[src/hw/lpi_pmd_map.svh]
`ifndef LPI_PMD_MAP_SVH
`define LPI_PMD_MAP_SVH

// Quiet sub-block layout, in symbols
`define LPI_ZERO_LEAD_SYMBOLS   13'd130
`define LPI_QUIET_SYMBOLS       13'd7644
`define LPI_ZERO_TRAIL_SYMBOLS  13'd130
`define LPI_COUNT_WIDTH         13

// Reset values of the three requests
`define LPI_TX_LIGHT_RESET      1'b1
`define LPI_RX_FRONT_RESET      1'b1
`define LPI_SD_SUPPRESS_RESET   1'b0

`endif

[src/hw/lpi_pmd_pkg.sv]
package lpi_pmd_pkg;

	// Requests toward the medium-dependent sublayer
	typedef struct packed {
		logic transmit_light_request;
		logic receive_front_end_request;
		logic signal_detect_suppress_request;
	} pmd_req_t;

	// Transmit symbol content during a payload slot
	typedef enum logic [1:0] {
		SYM_DATA,
		SYM_ZERO,
		SYM_DARK
	} tx_sym_t;

	typedef enum {
		TX_NORMAL,
		TX_LEAD,
		TX_QUIET,
		TX_TRAIL
	} tx_state_t;

endpackage : lpi_pmd_pkg

[src/hw/lpi_pmd_power_control.sv]
`timescale 1ns/100ps
`include "lpi_pmd_map.svh"

// How it works
// RULE_01: Drives transmit light, receive front end and signal detect suppress requests.
// RULE_02: Transmit light goes off in quiet, on for refresh and normal traffic.
// RULE_03: Receive request switches front end between active reception and low power.
// RULE_04: Receive request off only while partner is quiet, so front end keeps state.
// RULE_05: Signal detect suppress may assert only once the link is up.
// RULE_06: Low power enable is true only when both ends are capable and enabled.
// RULE_07: Transmit light on emits signal; off emits nothing.
// RULE_08: Receive request on passes signal; off ignores it and holds state.
// RULE_09: Transmit quiet begins and ends only at payload sub-block boundaries.
// RULE_10: Without partner capability the link never goes quiet.
// RULE_11: Quiet slot is 130 zeros, 7644 dark symbols, 130 zeros.
// RULE_12: After reset both power requests are on and suppress is off.
module lpi_pmd_power_control
	import lpi_pmd_pkg::*;
(
	// Clock and reset
	input  wire logic clk,
	input  wire logic resetn,
	// Capability exchange
	input  wire logic local_lpi_enable,
	input  wire logic low_power_capability_flag,
	input  wire logic link_up,
	// Transmit side, symbol clock domain
	input  wire logic sub_block_start,
	input  wire logic lpi_assert,
	// Receive side
	input  wire logic partner_quiet,
	input  wire logic rx_lpi_detect,
	// Outputs
	output pmd_req_t  pmd_req,
	output tx_sym_t   tx_symbol,
	output logic      low_power_enable
);

	localparam int CW = `LPI_COUNT_WIDTH;

	function automatic logic [CW-1:0] last_of(input logic [CW-1:0] n);
		return n - 13'd1;
	endfunction : last_of

	////////////////////////////////////////////////////////////////////
	// Enable
	logic en_q, en_d;

	always_comb begin
		en_d = local_lpi_enable & low_power_capability_flag & link_up; // RULE_06 RULE_10
	end

	always_ff @(posedge clk or negedge resetn) begin
		if (!resetn) begin
			en_q <= 1'b0;
		end else begin
			en_q <= en_d;
		end
	end

	assign low_power_enable = en_q;

	////////////////////////////////////////////////////////////////////
	// Transmit quiet sequencer
	tx_state_t       st_q, st_d;
	logic [CW-1:0]   cnt_q, cnt_d;
	logic            tx_light_q, tx_light_d;
	tx_sym_t         sym_q, sym_d;

	always_comb begin
		st_d       = st_q;
		cnt_d      = cnt_q + 13'd1;
		case (st_q)
			TX_NORMAL: begin
				cnt_d = '0;
				if (sub_block_start && en_q && lpi_assert) begin // RULE_09 RULE_10
					st_d = TX_LEAD;
				end
			end
			TX_LEAD: begin
				if (cnt_q == last_of(`LPI_ZERO_LEAD_SYMBOLS)) begin // RULE_11
					st_d  = TX_QUIET;
					cnt_d = '0;
				end
			end
			TX_QUIET: begin
				if (cnt_q == last_of(`LPI_QUIET_SYMBOLS)) begin // RULE_11
					st_d  = TX_TRAIL;
					cnt_d = '0;
				end
			end
			TX_TRAIL: begin
				if (cnt_q == last_of(`LPI_ZERO_TRAIL_SYMBOLS)) begin // RULE_11
					st_d  = TX_NORMAL;
					cnt_d = '0;
				end
			end
			default: begin
				st_d  = TX_NORMAL;
				cnt_d = '0;
			end
		endcase
		tx_light_d = (st_d != TX_QUIET); // RULE_02 RULE_07
		case (st_d)
			TX_LEAD:  sym_d = SYM_ZERO;
			TX_TRAIL: sym_d = SYM_ZERO;
			TX_QUIET: sym_d = SYM_DARK;
			default:  sym_d = SYM_DATA;
		endcase
	end

	always_ff @(posedge clk or negedge resetn) begin
		if (!resetn) begin
			st_q       <= TX_NORMAL;
			cnt_q      <= '0;
			tx_light_q <= `LPI_TX_LIGHT_RESET; // RULE_12
			sym_q      <= SYM_DATA;
		end else begin
			st_q       <= st_d;
			cnt_q      <= cnt_d;
			tx_light_q <= tx_light_d;
			sym_q      <= sym_d;
		end
	end

	////////////////////////////////////////////////////////////////////
	// Receive front end and signal detect
	logic rx_front_q, rx_front_d;
	logic sd_sup_q, sd_sup_d;

	always_comb begin
		rx_front_d = !(en_q && rx_lpi_detect && partner_quiet); // RULE_03 RULE_04 RULE_08
		sd_sup_d   = en_q; // RULE_05
	end

	always_ff @(posedge clk or negedge resetn) begin
		if (!resetn) begin
			rx_front_q <= `LPI_RX_FRONT_RESET; // RULE_12
			sd_sup_q   <= `LPI_SD_SUPPRESS_RESET; // RULE_12
		end else begin
			rx_front_q <= rx_front_d;
			sd_sup_q   <= sd_sup_d;
		end
	end

	always_comb begin
		pmd_req.transmit_light_request         = tx_light_q; // RULE_01
		pmd_req.receive_front_end_request      = rx_front_q;
		pmd_req.signal_detect_suppress_request = sd_sup_q;
	end

	assign tx_symbol = sym_q;

	////////////////////////////////////////////////////////////////////
	// Run length of the current sequencer state, for the checks
	tx_state_t       chk_st_q, chk_st_d;
	logic [CW-1:0]   run_q, run_d;

	always_comb begin
		chk_st_d = st_q;
		run_d    = (st_q != chk_st_q) ? 13'd1 : run_q + 13'd1;
	end

	always_ff @(posedge clk or negedge resetn) begin
		if (!resetn) begin
			chk_st_q <= TX_NORMAL;
			run_q    <= '0;
		end else begin
			chk_st_q <= chk_st_d;
			run_q    <= run_d;
		end
	end

	////////////////////////////////////////////////////////////////////
	// Checks
	property p_enable_and;
		@(posedge clk) disable iff (!resetn)
		low_power_enable == $past(local_lpi_enable
			& low_power_capability_flag & link_up);
	endproperty
	a_enable_and: assert property (p_enable_and) // RULE_06
		else $error("Enable does not follow capability");

	property p_no_quiet_without_cap;
		@(posedge clk) disable iff (!resetn)
		!low_power_enable |=> (st_q != TX_LEAD) || $past(st_q) == TX_LEAD;
	endproperty
	a_no_quiet_without_cap: assert property (p_no_quiet_without_cap) // RULE_10
		else $error("Quiet entered without capability");

	property p_enter_on_boundary;
		@(posedge clk) disable iff (!resetn)
		$rose(st_q == TX_LEAD) |-> $past(sub_block_start);
	endproperty
	a_enter_on_boundary: assert property (p_enter_on_boundary) // RULE_09
		else $error("Quiet entry off boundary");

	property p_lead_len;
		@(posedge clk) disable iff (!resetn)
		(st_q != chk_st_q) && (chk_st_q == TX_LEAD) |->
			(run_q == `LPI_ZERO_LEAD_SYMBOLS) && (st_q == TX_QUIET);
	endproperty
	a_lead_len: assert property (p_lead_len) // RULE_11
		else $error("Lead zero run wrong length");

	property p_trail_len;
		@(posedge clk) disable iff (!resetn)
		(st_q != chk_st_q) && (chk_st_q == TX_TRAIL) |->
			(run_q == `LPI_ZERO_TRAIL_SYMBOLS) && (st_q == TX_NORMAL);
	endproperty
	a_trail_len: assert property (p_trail_len) // RULE_11
		else $error("Trail zero run wrong length");

	property p_quiet_len;
		@(posedge clk) disable iff (!resetn)
		(st_q != chk_st_q) && (chk_st_q == TX_QUIET) |->
			(run_q == `LPI_QUIET_SYMBOLS) && (st_q == TX_TRAIL);
	endproperty
	a_quiet_len: assert property (p_quiet_len) // RULE_11
		else $error("Quiet period wrong length");

	property p_slot_bounded;
		@(posedge clk) disable iff (!resetn)
		(st_q != TX_NORMAL) && (st_q == chk_st_q) |->
			run_q < `LPI_QUIET_SYMBOLS;
	endproperty
	a_slot_bounded: assert property (p_slot_bounded) // RULE_11
		else $error("Quiet slot state overstays");

	property p_light_dark;
		@(posedge clk) disable iff (!resetn)
		!pmd_req.transmit_light_request == (tx_symbol == SYM_DARK);
	endproperty
	a_light_dark: assert property (p_light_dark) // RULE_02
		else $error("Light request and dark symbol disagree");

	property p_sd_link;
		@(posedge clk) disable iff (!resetn)
		pmd_req.signal_detect_suppress_request |-> $past(link_up, 2);
	endproperty
	a_sd_link: assert property (p_sd_link) // RULE_05
		else $error("Suppress without link");

	property p_rx_off_quiet;
		@(posedge clk) disable iff (!resetn)
		!pmd_req.receive_front_end_request |-> $past(partner_quiet)
			&& $past(low_power_enable);
	endproperty
	a_rx_off_quiet: assert property (p_rx_off_quiet) // RULE_04
		else $error("Front end off outside partner quiet");

	c_quiet: cover property (@(posedge clk) disable iff (!resetn)
		$rose(st_q == TX_QUIET));
	c_full_cycle: cover property (@(posedge clk) disable iff (!resetn)
		$rose(st_q == TX_NORMAL));
	c_rx_off: cover property (@(posedge clk) disable iff (!resetn)
		$fell(pmd_req.receive_front_end_request));
	c_sd: cover property (@(posedge clk) disable iff (!resetn)
		$rose(pmd_req.signal_detect_suppress_request));

endmodule : lpi_pmd_power_control
[config.mk]
export PLATFORM = sky130hd
export DESIGN_NAME = lpi_pmd_power_control
export DESIGN_NICKNAME = d
export VERILOG_FILES = /design/src/hw/lpi_pmd_pkg.sv /design/src/hw/lpi_pmd_power_control.sv
export VERILOG_INCLUDE_DIRS = /design/src /design/src/hw
export SDC_FILE = /design/constraint.sdc
export NUM_CORES = 1
export LEC_CHECK = 0
export ABC_AREA = 1
export BUFFER_PORTS_ARGS = -buffer_cell sky130_fd_sc_hd__buf_2
export CORE_MARGIN = 10
export CORE_UTILIZATION = 45
export DETAILED_ROUTE_END_ITERATION = 7
export PLACE_DENSITY = 0.7
export SETUP_SLACK_MARGIN = 0.15
export SLEW_MARGIN = 20
export SYNTH_ARGS = -nofsm -noshare
export SYNTH_HDL_FRONTEND = slang
export SYNTH_SLANG_ARGS = --single-unit
[constraint.sdc]
create_clock -name clk -period 1.75 [get_ports clk]
set_clock_uncertainty 0.05 [all_clocks]
set_input_delay 0.0875 -clock clk [delete_from_list [all_inputs] [get_ports clk]]
set_output_delay 0.0875 -clock clk [all_outputs]
set_load 0.03 [all_outputs]
==> impl_results.rst, run 1 <==
.. list-table::
   :header-rows: 1

   * - Metric
     - Value
   * - Final min period
     - 1.587 ns
   * - Worst slew pin tran
     - 0.5997 ns
   * - Required @ worst endpoint
     - 1.91 ns
   * - Number of instances in the synthesized netlist
     - 218
   * - Depth of the CTS H-tree
     - 2
   * - Worst hold path type
     - in -> reg
   * - Grt total ovfl
     - 0
   * - Top achievable clock speed
     - 630.3 MHz
   * - Setup violators final
     - 0
   * - Seq/Total Area, Yosys
     - 60.05%
   * - Layout Utilization
     - 58.11%
   * - Number of pins with negative max-slew slack in the final report
     - 0
   * - FF+latch count, synth
     - 51
   * - Slew margin rel.
     - 60.02%
   * - Net count reported at finish
     - 286
   * - HPWL after DPL
     - 2273 um
   * - Combined area of the multi-input logic cells
     - 858.3 um^2
   * - Crit end category
     - register
   * - Count of vias placed by the detailed router
     - 1388
   * - Cells along the critical path
     - ha_2, nand2_2, nor2_2, inv_2, nor2_4, nand3_2, nor2_4, nand3_1, o21ai_1, nor2_1
   * - Wire length of the first global-routing pass
     - 5520 um
   * - Number of buffers added on ports
     - 14
   * - Post-synthesis async set-or-reset flop share
     - 100.0%
   * - Clock tree from TritonCTS
     - yes
   * - Maximum number of buffers from clock root to sink
     - 2
   * - Most frequently used cell type in the post-synthesis netlist
     - sky130_fd_sc_hd__dfrtp_1
   * - Combined global-route utilization of all metal layers
     - 9.326%
   * - Post-Syn Area per Cell
     - 9.769 um^2
   * - Boundary pin count
     - 15
   * - Number of buffers inserted during clock tree synthesis
     - 5
   * - Critical path launch point type
     - register
   * - Most used cell, CP
     - sky130_fd_sc_hd__nor2_4
   * - Total Negative Setup Slacks
     - 0 ns
   * - Post-synthesis instance area
     - 2130 um^2
   * - Remaining antenna violation count after routing
     - 0
   * - Antenna Diode Count
     - 0
   * - Horizontal extent of the die
     - 88.79 um
   * - Kind of critical path
     - reg -> reg
   * - CTS Root Buffer Type
     - sky130_fd_sc_hd__clkbuf_8
   * - Highest fanout seen on the critical path
     - 4
   * - Largest net degree at the start of global routing
     - 52
   * - Clk_lat worst skew
     - 0.31 ns
   * - Data arrival time of the critical path
     - 1.75 ns
   * - Area growth, synth to finish
     - 22.09%
   * - Fraction of the cycle the final worst path needs
     - 90.66%
   * - Total length of routed wires
     - 3301 um
   * - Area of the die
     - 7884 um^2
   * - Weighted congestion at the end of routability-driven global placement
     - 0.8263
   * - DRC errors left
     - 0
   * - Maximum VDD drop
     - 0.0004126 V
   * - Unrepaired setup endpoints after global routing
     - yes
   * - Setup slack of the worst register-to-register path
     - 0.16 ns
   * - Flip-flop cell with the highest count after synthesis
     - sky130_fd_sc_hd__dfrtp_1
   * - Share of layout cells above drive strength 1
     - 31.52%
   * - Via count of the first global-routing pass
     - 1285
   * - Detailed-route vias per instance
     - 4.232
   * - Initial antenna violation count
     - 0
   * - Slowest stage cell, crit path
     - sky130_fd_sc_hd__dfrtp_1
   * - Count of cell types in the netlist
     - 25
   * - Starting Density
     - 47.60%
   * - Vertical extent of the die
     - 88.79 um
   * - Sinks on Clock Net
     - 51
   * - Leakage power
     - 0.001274 uW
   * - Standard-cell rows
     - 24
   * - Fillers
     - 370
   * - Area share of the leading cell type in the synthesized netlist
     - 57.58%
   * - Top post-synthesis cells by area
     - sky130_fd_sc_hd__dfrtp_1 (58%), sky130_fd_sc_hd__nand2_1 (7.2%), sky130_fd_sc_hd__nor2_1 (4.6%), sky130_fd_sc_hd__nand3_2 (4.2%), sky130_fd_sc_hd__inv_1 (4.2%)
   * - Count of warnings emitted by yosys
     - 0
   * - Total power per unit cell area
     - 760.1 nW/um^2
   * - Post-synth top cells
     - sky130_fd_sc_hd__dfrtp_1 (49), sky130_fd_sc_hd__nand2_1 (41), sky130_fd_sc_hd__nor2_1 (26), sky130_fd_sc_hd__inv_1 (24), sky130_fd_sc_hd__nand3_1 (12)
   * - Register cell area after layout
     - 1280 um^2
   * - Routed WL per cell
     - 10.06 um
   * - Maxcap violations
     - 0
   * - Length of the first detailed-routing pass in iterations
     - 4
   * - Synth area leader
     - sky130_fd_sc_hd__dfrtp_1
   * - Largest stage delay on the critical path
     - 0.40 ns
   * - Post-synth EDFFs
     - 0
   * - Placed standard-cell area
     - 2355 um^2
   * - Reg clk slew, reported paths
     - 0.09 ns
   * - Post-Layout Inst Area
     - 2600 um^2
   * - Number of violations reported at the end of detailed-routing iteration 0
     - 52
   * - Outcome
     - completed
   * - Core ar.
     - 4474 um^2
   * - Final Hold Vio Count
     - 0
[cell usage in the layout, fill, tap and decap left out, drive strengths merged]
| cell | count |
|---|---|
| dfrtp | 49 |
| nand2 | 45 |
| nor2 | 39 |
| inv | 35 |
| conb | 30 |
| buf | 21 |
| nand3 | 21 |
| clkbuf | 6 |
| dlygate4sd3 | 5 |
| nor3 | 5 |
| nand4 | 4 |
| or2 | 3 |
| o21ai | 3 |
| and3 | 2 |
| dfstp | 2 |
| ha | 2 |
| a21oi | 1 |
| xor2 | 1 |
| nand3b | 1 |
| clkinvlp | 1 |
[stage by stage]
| step | hold slack, ns | total power, uW | worst slack (ns) | instances |
|---|---|---|---|---|
| after floorplan | -0.2581 | 1273 | 0.2818 | 247 |
| after global placement | 0.1705 | 1308 | 0.1804 | 311 |
| after detailed placement | 0.1774 | 1311 | 0.1326 | 311 |
| after CTS | 0.2026 | 1987 | 0.1531 | 324 |
| after global routing | 0.2137 | 2069 | 0.05110 | 328 |
| final | 0.1842 | 1976 | 0.1634 | 328 |
[routing by layer]
layer | global-route usage (%) | routed length [um]
met5 | 0 | 0
met4 | 4.405 | 62
met3 | 4.596 | 162
met2 | 14.69 | 1612
met1 | 10.36 | 1464
[final timing paths]
check	from	end	cells past startpoint
max	cnt_q[1]$_DFF_PN0_	cnt_q[12]$_DFF_PN0_	10
min reg2reg	low_power_enable$_DFF_PN0_	sd_sup_q$_DFF_PN0_	0
max reg2reg	cnt_q[1]$_DFF_PN0_	cnt_q[12]$_DFF_PN0_	10
min	sub_block_start	tx_symbol[0]$_DFF_PN0_	6
max in group asynchronous	resetn	cnt_q[7]$_DFF_PN0_	3
min in group asynchronous	resetn	tx_symbol[0]$_DFF_PN0_	3
[flip-flops by register name, summed over array words and instances, names as in the netlist]
name / count
tx_light_q: 1
rx_front_q: 1
sd_sup_q: 1
cnt_q: 13
chk_st_d: 32
low_power_enable: 1
tx_symbol: 2
[layout make-up]
| class | count | share of cell area, % |
|---|---|---|
| clock buffer | 6 | 2.791 |
| inverter | 34 | 4.909 |
| multi-input combinational | 157 | 33.01 |
| timing repair buffer | 26 | 6.930 |
| sequential | 51 | 49.23 |
| clock inverter | 2 | 0.6256 |
| tap | 52 | 2.502 |
[report_power, final]
| part | leakage (uW) | internal (uW) | switching, uW |
|---|---|---|---|
| Clock | 0.0000418 | 287 | 392 |
| Combinational | 0.000598 | 24.1 | 45.5 |
| Sequential | 0.000633 | 1210 | 12.6 |
| Total | 0.00127 | 1530 | 450 |
[timing repair]
| item | CTS | global route |
|---|---|---|
| hold endpoints to repair | 51 | 0 |
| setup buffers | 0 | 4 |
| hold buffers | 5 | 0 |
| gates resized for setup | 4 | 19 |
| pin swaps | 2 | 13 |
| endpoints found under the setup margin | 13 | 14 |
[critical path, delay by kind of cell (launching register included)]
| family | cells | cell delay [ns] |
|---|---|---|
| compound gates | 1 | 0.12 |
| fa+ha+maj | 1 | 0.21 |
| buf+inv | 1 | 0.05 |
| flops | 1 | 0.40 |
| simple gates | 7 | 0.66 |
[cell families (layout without fill, tap and decap cells)]
family | Yosys count | in the layout | synth area share (%)
DFF | 51 | 51 | 60.05
xor gates and xnor gates | 1 | 1 | 0.4114
other | 1 | 30 | 0.1761
AOI/OAI and AO/OA | 4 | 4 | 1.116
buffers and inverters | 39 | 68 | 7.932
adders and majority gates | 2 | 2 | 1.175
and+or+nand+nor | 120 | 120 | 29.14
No activity file was read; power rests on OpenSTA's default activity.
==> run 2: changes to the inputs <==
BUFFER_PORTS_ARGS = default   (was -buffer_cell sky130_fd_sc_hd__buf_2)
CORE_ASPECT_RATIO = 1.75   (was default)
DONT_BUFFER_PORTS = 1   (was default)
PLACE_DENSITY = 0.68   (was 0.7)
==> run 2 against run 1 <==
Register-to-register slack improved by 0.02 ns. Combinational power decreased by 16%. Highest routed layer unchanged. Sequential share of layout area increased by 1.4 points. Critical endpoint unchanged. Largest cell class unchanged. Count of clock-buffer cells in the layout decreased by 1. Setup slack improved by 0.022 ns. Die area increased by 1.4%. Worst hold slack got worse by 0.057 ns. Sequential cell count unchanged. Largest power group unchanged. Fmax increased by 1.4%.
==> impl_results.rst, run 2 (synthesis results as in run 1) <==
.. list-table::
   :header-rows: 1

   * - Metric
     - Value
   * - Largest net degree at the start of global routing
     - 52 (unchanged)
   * - Via count of the first global-routing pass
     - 1402 (+9.1%)
   * - Unrepaired setup endpoints after global routing
     - yes
   * - Outcome
     - completed
   * - Vertical extent of the die
     - 111 um (+25%)
   * - Standard-cell rows
     - 33 (+38%)
   * - HPWL after DPL
     - 2305 um (+1.4%)
   * - Critical path launch point type
     - register
   * - Number of violations reported at the end of detailed-routing iteration 0
     - 80 (+54%)
   * - Number of pins with negative max-slew slack in the final report
     - 0 (unchanged)
   * - Internal power consumption
     - 1660 uW (+8.8%)
   * - Leading cell types in the layout, fill and taps excluded
     - sky130_fd_sc_hd__dfrtp_1 (47), sky130_fd_sc_hd__nand2_1 (41), sky130_fd_sc_hd__conb_1 (30)
   * - Number of buffers inserted during clock tree synthesis
     - 5 (unchanged)
   * - Core ar.
     - 4624 um^2 (+3.4%)
   * - Number of buffers added on ports
     - 0 (-14)
   * - Clock tree from TritonCTS
     - yes
   * - Fillers
     - 421 (+14%)
   * - Area of the die
     - 7992 um^2 (+1.4%)
   * - Setup violators final
     - 0 (unchanged)
   * - Clk_lat worst skew
     - 0.31 ns (about the same)
   * - DRC errors left
     - 0 (unchanged)
   * - Max FFs per register
     - 32 (unchanged)
   * - Crit end category
     - register
   * - Top achievable clock speed
     - 639.3 MHz (+1.4%)
   * - Maximum number of buffers from clock root to sink
     - 2 (unchanged)
   * - Maxcap violations
     - 0 (unchanged)
   * - Data arrival time of the critical path
     - 1.72 ns (-0.03 ns)
   * - Sinks on Clock Net
     - 51 (unchanged)
   * - Portion of total power attributed to combinational logic
     - 2.8% (-0.7 points)
   * - Most common cell after layout, fill and taps aside
     - sky130_fd_sc_hd__dfrtp_1
   * - Total power per unit cell area
     - 827.5 nW/um^2 (+8.9%)
   * - Kind of critical path
     - reg -> reg
   * - Starting Density
     - 46.05% (-1.5 points)
   * - Count of vias placed by the detailed router
     - 1364 (-1.7%)
   * - Grt total ovfl
     - 0 (unchanged)
   * - Placed standard-cell area
     - 2290 um^2 (-2.8%)
   * - Remaining antenna violation count after routing
     - 0 (unchanged)
   * - Combined global-route utilization of all metal layers
     - 9.184% (-0.14 points)
   * - Wire length of the first global-routing pass
     - 5899 um (+6.9%)
   * - Maximum VDD drop
     - 0.0005116 V (+24%)
   * - Weighted congestion at the end of routability-driven global placement
     - 0.8265 (about the same)
   * - Area growth, synth to finish
     - 18.74%
   * - Routed WL per cell
     - 10.68 um (+6.1%)
   * - CTS Root Buffer Type
     - sky130_fd_sc_hd__clkbuf_8
   * - PnR Total Power
     - 2092 uW (+5.9%)
   * - Boundary pin count
     - 15 (unchanged)
   * - Detailed-route vias per instance
     - 4.372 (+3.3%)
   * - Reg clk slew, reported paths
     - 0.09 ns (about the same)
   * - Worst hold path type
     - in -> reg
   * - Total length of routed wires
     - 3332 um (+0.94%)
   * - Depth of the CTS H-tree
     - 2 (unchanged)
   * - Portion of total power attributed to the clock network
     - 38.4% (+4.0 points)
   * - Final min period
     - 1.564 ns (-0.02233 ns)
   * - Length of the first detailed-routing pass in iterations
     - 4 (unchanged)
   * - Leakage power
     - 0.001226 uW (-3.7%)
   * - Post-Layout Inst Area
     - 2529 um^2 (-2.7%)
   * - Horizontal extent of the die
     - 72 um (-19%)
   * - Fraction of power spent switching nets
     - 20.66% (-2.1 points)
   * - Net count reported at finish
     - 270 (-5.6%)
   * - Final Hold Vio Count
     - 0 (unchanged)
   * - Register share of total power
     - 58.8% (-3.3 points)
   * - Fraction of the cycle the final worst path needs
     - 89.39% (-1.3 points)
   * - Antenna Diode Count
     - 0 (unchanged)
   * - Total Negative Setup Slacks
     - 0 ns (unchanged)
   * - P_sw
     - 432.4 uW (-3.9%)
   * - Required @ worst endpoint
     - 1.90 ns (about the same)
   * - Highest fanout seen on the critical path
     - 3 (-1)
   * - Initial antenna violation count
     - 0 (unchanged)
   * - Layout Utilization
     - 54.68% (-3.4 points)
   * - Share of layout cells above drive strength 1
     - 27.31% (-4.2 points)
[run 2: changes by cell type in the layout (fill, tap and decap cells not counted), sizes merged]
cell	previous run	this run
buf	21	5
clkinv	0	2
bufinv	0	1
clkbuf	6	5
clkinvlp	1	0
inv	35	34
[run 2: critical path, stage by stage, from the launching register on]
cell and delay (ns):
sky130_fd_sc_hd__dfrtp_1 0.39, sky130_fd_sc_hd__ha_2 0.21, sky130_fd_sc_hd__nand2_2 0.07, sky130_fd_sc_hd__nor2_2 0.10, sky130_fd_sc_hd__inv_2 0.05, sky130_fd_sc_hd__nor2_4 0.09
sky130_fd_sc_hd__nand3_2 0.10, sky130_fd_sc_hd__nor2_4 0.12, sky130_fd_sc_hd__nand3_1 0.07, sky130_fd_sc_hd__o21ai_0 0.15, sky130_fd_sc_hd__nor2_1 0.06
[run 2: path summary, 6_finish.rpt]
kind | start | to | slack (ns) | cells past startpoint
min in group asynchronous | resetn | cnt_q[7]$_DFF_PN0_ | 0.23 | 2
worst max register to register | cnt_q[0]$_DFF_PN0_ | cnt_q[12]$_DFF_PN0_ | 0.19 | 10
worst max-delay path | cnt_q[0]$_DFF_PN0_ | cnt_q[12]$_DFF_PN0_ | 0.19 | 10
max in group asynchronous | resetn | tx_light_q$_DFF_PN1_ | 1.14 | 2
worst min register to register | cnt_q[0]$_DFF_PN0_ | cnt_q[0]$_DFF_PN0_ | 0.54 | 3
worst min-delay path | sub_block_start | tx_light_q$_DFF_PN1_ | 0.13 | 5
[run 2: area by class of cell]
class	instances	area [um^2]	share of cell area, %
Multi-Input combinational cell	157	822.0	32.51
Tap cell	52	65.06	2.573
Clock inverter	3	43.79	1.732
Timing Repair Buffer	10	120.1	4.750
Inverter	34	127.6	5.047
Sequential cell	51	1281	50.67
Clock buffer	5	68.82	2.721
[run 2: power by group through the flow]
| stage | Combinational (uW) | Sequential, uW | Clock, uW |
|---|---|---|---|
| 4_1_cts | 59.5 | 1230 | 841 |
| 6_report | 58.3 | 1230 | 803 |
| 2_1_floorplan | 23.9 | 1250 | 0 |
| 3_3_place_gp | 21.4 | 1250 | 0 |
| 5_1_grt | 70.6 | 1240 | 874 |
| 3_5_place_dp | 21.5 | 1250 | 0 |
[run 2: per-stage QoR]
step | setup slack [ns] | hold slack, ns | instances
4_1_cts | 0.1559 | 0.1268 | 310
5_1_grt | 0.07199 | 0.1585 | 312
3_3_place_gp | 0.1403 | -0.2559 | 296
6_report | 0.1857 | 0.1277 | 312
3_5_place_dp | 0.1170 | -0.2558 | 296
2_1_floorplan | 0.2818 | -0.2581 | 247
[run 2: timing repair]
item | 4_1_cts | 5_1_grt
endpoints found under the setup margin | 3 | 16
buffers inserted | 0 | 2
pin swaps | 0 | 7
hold endpoints to repair | 53 | 0
gates cloned | 0 | 0
hold buffers | 6 | 0
resized for setup | 4 | 11
[run 2: per-layer routing]
layer	part of all wire (%)	wire [um]	global-route usage (%)	vias to the layer above
li1	-	-	-	713
met3	1.7	55	1.882	7
met5	0	0	0	-
met4	3.3	111	6.485	0
met1	37	1240	8.689	634
met2	58	1925	16.55	10
==> run 3: changes to the inputs <==
PLACE_DENSITY = 0.7   (was 0.68)
clock period = 1.4 ns   (was 1.75 ns; I/O delays follow)
==> run 3 against run 2 <==
The flow now finishes with violations (negative hold slack, negative setup slack). Clock power grew 9.3%. Combinational power shrank 22%. Critical path depth is the same. Largest power group unchanged. Setup slack lost 0.43 ns. Register-to-register slack lost 0.43 ns. First-iteration DRC count shrank 18%. Die area is the same. Utilization grew 7.7 points. Worst hold slack lost 0.72 ns. Via count grew 12%. Power grew 18%. Fmax shrank 5.1%.
==> impl_results.rst, run 3 (synthesis results as in run 1) <==
.. list-table::
   :header-rows: 1

   * - Metric
     - Value
   * - HPWL after DPL
     - 2670 um (+16%)
   * - Depth of the CTS H-tree
     - 2 (unchanged)
   * - Number of hold buffers added after CTS
     - 4 (-2)
   * - Length of the first detailed-routing pass in iterations
     - 4 (unchanged)
   * - DRC errors left
     - 0 (unchanged)
   * - Horizontal extent of the die
     - 72 um (unchanged)
   * - Core ar.
     - 4624 um^2 (unchanged)
   * - Cells along the critical path
     - buf_6, ha_4, nand2_2, nor2_2, nand3_2, nand3_4, nand3_4, buf_12, o21ai_1, nor2_1
   * - Maxcap violations
     - 0 (unchanged)
   * - Number of buffers added on ports
     - 0 (unchanged)
   * - Share of layout cells above drive strength 1
     - 38.81% (+12 points)
   * - CTS Root Buffer Type
     - sky130_fd_sc_hd__clkbuf_8
   * - Outcome
     - complete, but fails checks
   * - Routed WL per cell
     - 12.05 um (+13%)
   * - Area of the die
     - 7992 um^2 (unchanged)
   * - Standard-cell rows
     - 33 (unchanged)
   * - Total length of routed wires
     - 4074 um (+22%)
   * - Required @ worst endpoint
     - 1.55 ns (-0.35 ns)
   * - Worst hold path type
     - in -> async
   * - Fillers
     - 366 (-13%)
   * - Number of pins with negative max-slew slack in the final report
     - 0 (unchanged)
   * - Largest stage delay on the critical path
     - 0.41 ns (+0.02 ns)
   * - Count of vias placed by the detailed router
     - 1521 (+12%)
   * - Critical path launch point type
     - register
   * - Smallest hold slack
     - -0.5929 ns (-0.7206 ns)
   * - Boundary pin count
     - 15 (unchanged)
   * - Antenna Diode Count
     - 0 (unchanged)
   * - Crit path setup slack, layout
     - -0.2482 ns (-0.4339 ns)
   * - Data arrival time of the critical path
     - 1.80 ns (+0.08 ns)
   * - Slowest stage cell, crit path
     - sky130_fd_sc_hd__dfrtp_1
   * - Reg clk slew, reported paths
     - 0.09 ns (about the same)
   * - Setup violators final
     - 18 (+18)
   * - Vertical extent of the die
     - 111 um (unchanged)
   * - Highest fanout seen on the critical path
     - 7 (+4)
   * - Crit end category
     - register
   * - Starting Density
     - 46.05% (unchanged)
   * - Total power per unit cell area
     - 854.5 nW/um^2 (+3.3%)
   * - Fraction of the cycle the final worst path needs
     - 117.7% (+28 points)
   * - GR Util met2
     - 19.44% (+2.9 points)
   * - Grt total ovfl
     - 0 (unchanged)
   * - Maximum number of buffers from clock root to sink
     - 2 (unchanged)
   * - Clk_lat worst skew
     - 0.30 ns (about the same)
   * - Unrepaired setup endpoints after global routing
     - yes
   * - Wire length of the first global-routing pass
     - 6403 um (+8.5%)
   * - Fraction of met3 tracks used by global routing
     - 1.882% (unchanged)
   * - Via count of the first global-routing pass
     - 1530 (+9.1%)
   * - Area growth, synth to finish
     - 35.37%
   * - Most Used Layer, Global Route
     - met2
   * - Clock tree from TritonCTS
     - yes
   * - Combined global-route utilization of all metal layers
     - 9.766% (+0.58 points)
   * - Sinks on Clock Net
     - 51 (unchanged)
   * - Leakage power
     - 0.001454 uW (+19%)
   * - Global-route track usage on met1
     - 8.565% (-0.12 points)
   * - Most common cell after layout, fill and taps aside
     - sky130_fd_sc_hd__dfrtp_1
   * - Number of violations reported at the end of detailed-routing iteration 0
     - 66 (-18%)
   * - Most used cell, CP
     - sky130_fd_sc_hd__nand3_4
   * - Kind of cell adding the most delay to the critical path
     - simple AND/OR/NAND/NOR gates
   * - Top achievable clock speed
     - 606.7 MHz (-5.1%)
   * - Final min period
     - 1.648 ns (+0.08388 ns)
   * - Net count reported at finish
     - 296 (+9.6%)
   * - Remaining antenna violation count after routing
     - 0 (unchanged)
   * - Max FFs per register
     - 32 (unchanged)
   * - Maximum VDD drop
     - 0.0007129 V (+39%)
   * - Violated checks
     - negative hold slack, negative setup slack
   * - Final Hold Vio Count
     - 51 (+51)
   * - Leading cell types in the layout, fill and taps excluded
     - sky130_fd_sc_hd__dfrtp_1 (49), sky130_fd_sc_hd__nand2_1 (33), sky130_fd_sc_hd__conb_1 (30)
   * - Initial antenna violation count
     - 0 (unchanged)
   * - Weighted congestion at the end of routability-driven global placement
     - 0.8204 (-0.74%)
   * - Number of buffers inserted during clock tree synthesis
     - 5 (unchanged)
   * - Detailed-route vias per instance
     - 4.500 (+2.9%)
   * - PnR Total Power
     - 2463 uW (+18%)
   * - Total Negative Setup Slacks
     - -3.438 ns (-3.438 ns)
   * - Sum of buffers and inverters on the critical path
     - 2 (+1)
   * - Largest net degree at the start of global routing
     - 52 (unchanged)
   * - Kind of critical path
     - reg -> reg
run 3: cell types whose count changed in the layout (fill, tap and decap cells not counted), moves of 4 or more:
cell | previous run | this run
sky130_fd_sc_hd__nand3_4 | 0 | 8
sky130_fd_sc_hd__inv_1 | 21 | 17
sky130_fd_sc_hd__nand2_2 | 4 | 8
sky130_fd_sc_hd__nand3_2 | 10 | 5
sky130_fd_sc_hd__inv_2 | 13 | 17
sky130_fd_sc_hd__nor2_2 | 14 | 9
sky130_fd_sc_hd__nand2_1 | 41 | 33
sky130_fd_sc_hd__buf_4 | 3 | 27
sky130_fd_sc_hd__nor2_4 | 3 | 8
sky130_fd_sc_hd__nand2_4 | 0 | 4
run 3: per-stage QoR:
stage	worst slack [ns]	utilization, %	area, um^2	std cells
after floorplan	-0.06395	-	2241	247
after global placement	-0.1452	53.30	2465	319
after detailed placement	-0.1907	53.30	2465	319
after CTS	-0.1573	58.14	2689	335
after global routing	-0.3453	62.34	2883	338
final	-0.2482	62.34	2883	338
run 3: repair_timing:
item / 4_1_cts / 5_1_grt
endpoints found under the hold margin: 53 / 51
gates cloned: 0 / 1
resized for setup: 14 / 37
buffers inserted: 4 / 2
pin swaps: 6 / 9
setup endpoints to repair: 18 / 18
run 3: cell type report:
class                   count  area (um^2)  area share, %
inverters                  34        127.6          4.427
well taps                  52        65.06          2.257
repair buffers             36        321.6          11.15
clock buffers               8        100.1          3.472
multi-input cells         157        989.7          34.33
flip-flops and latches     51         1279          44.36
run 3: report_power, final:
group          internal (uW)  switching (uW)  total [uW]  leakage, uW
Combinational           18.6            27.0        45.6     0.000767
Clock                    451             428         878    0.0000515
Sequential              1520            19.8        1540     0.000635
run 3: final timing paths:
check,slack [ns],endpoint,from,cells after the start
setup / recovery,-0.25,cnt_q[12]$_DFF_PN0_,cnt_q[0]$_DFF_PN0_,10
hold / removal,-0.59,cnt_q[12]$_DFF_PN0_,resetn,0
setup reg to reg,-0.25,cnt_q[12]$_DFF_PN0_,cnt_q[0]$_DFF_PN0_,10
hold reg to reg,0.53,sd_sup_q$_DFF_PN0_,low_power_enable$_DFF_PN0_,1
max in group asynchronous,1.71,tx_light_q$_DFF_PN1_,resetn,0
min in group clk,0.15,tx_light_q$_DFF_PN1_,sub_block_start,5
run 3: per-layer routing:
metal  wire [um]  vias up
li1            -      763
met2        2544        8
met4          97        0
met1        1376      741
met5           0        -
met3          57        9
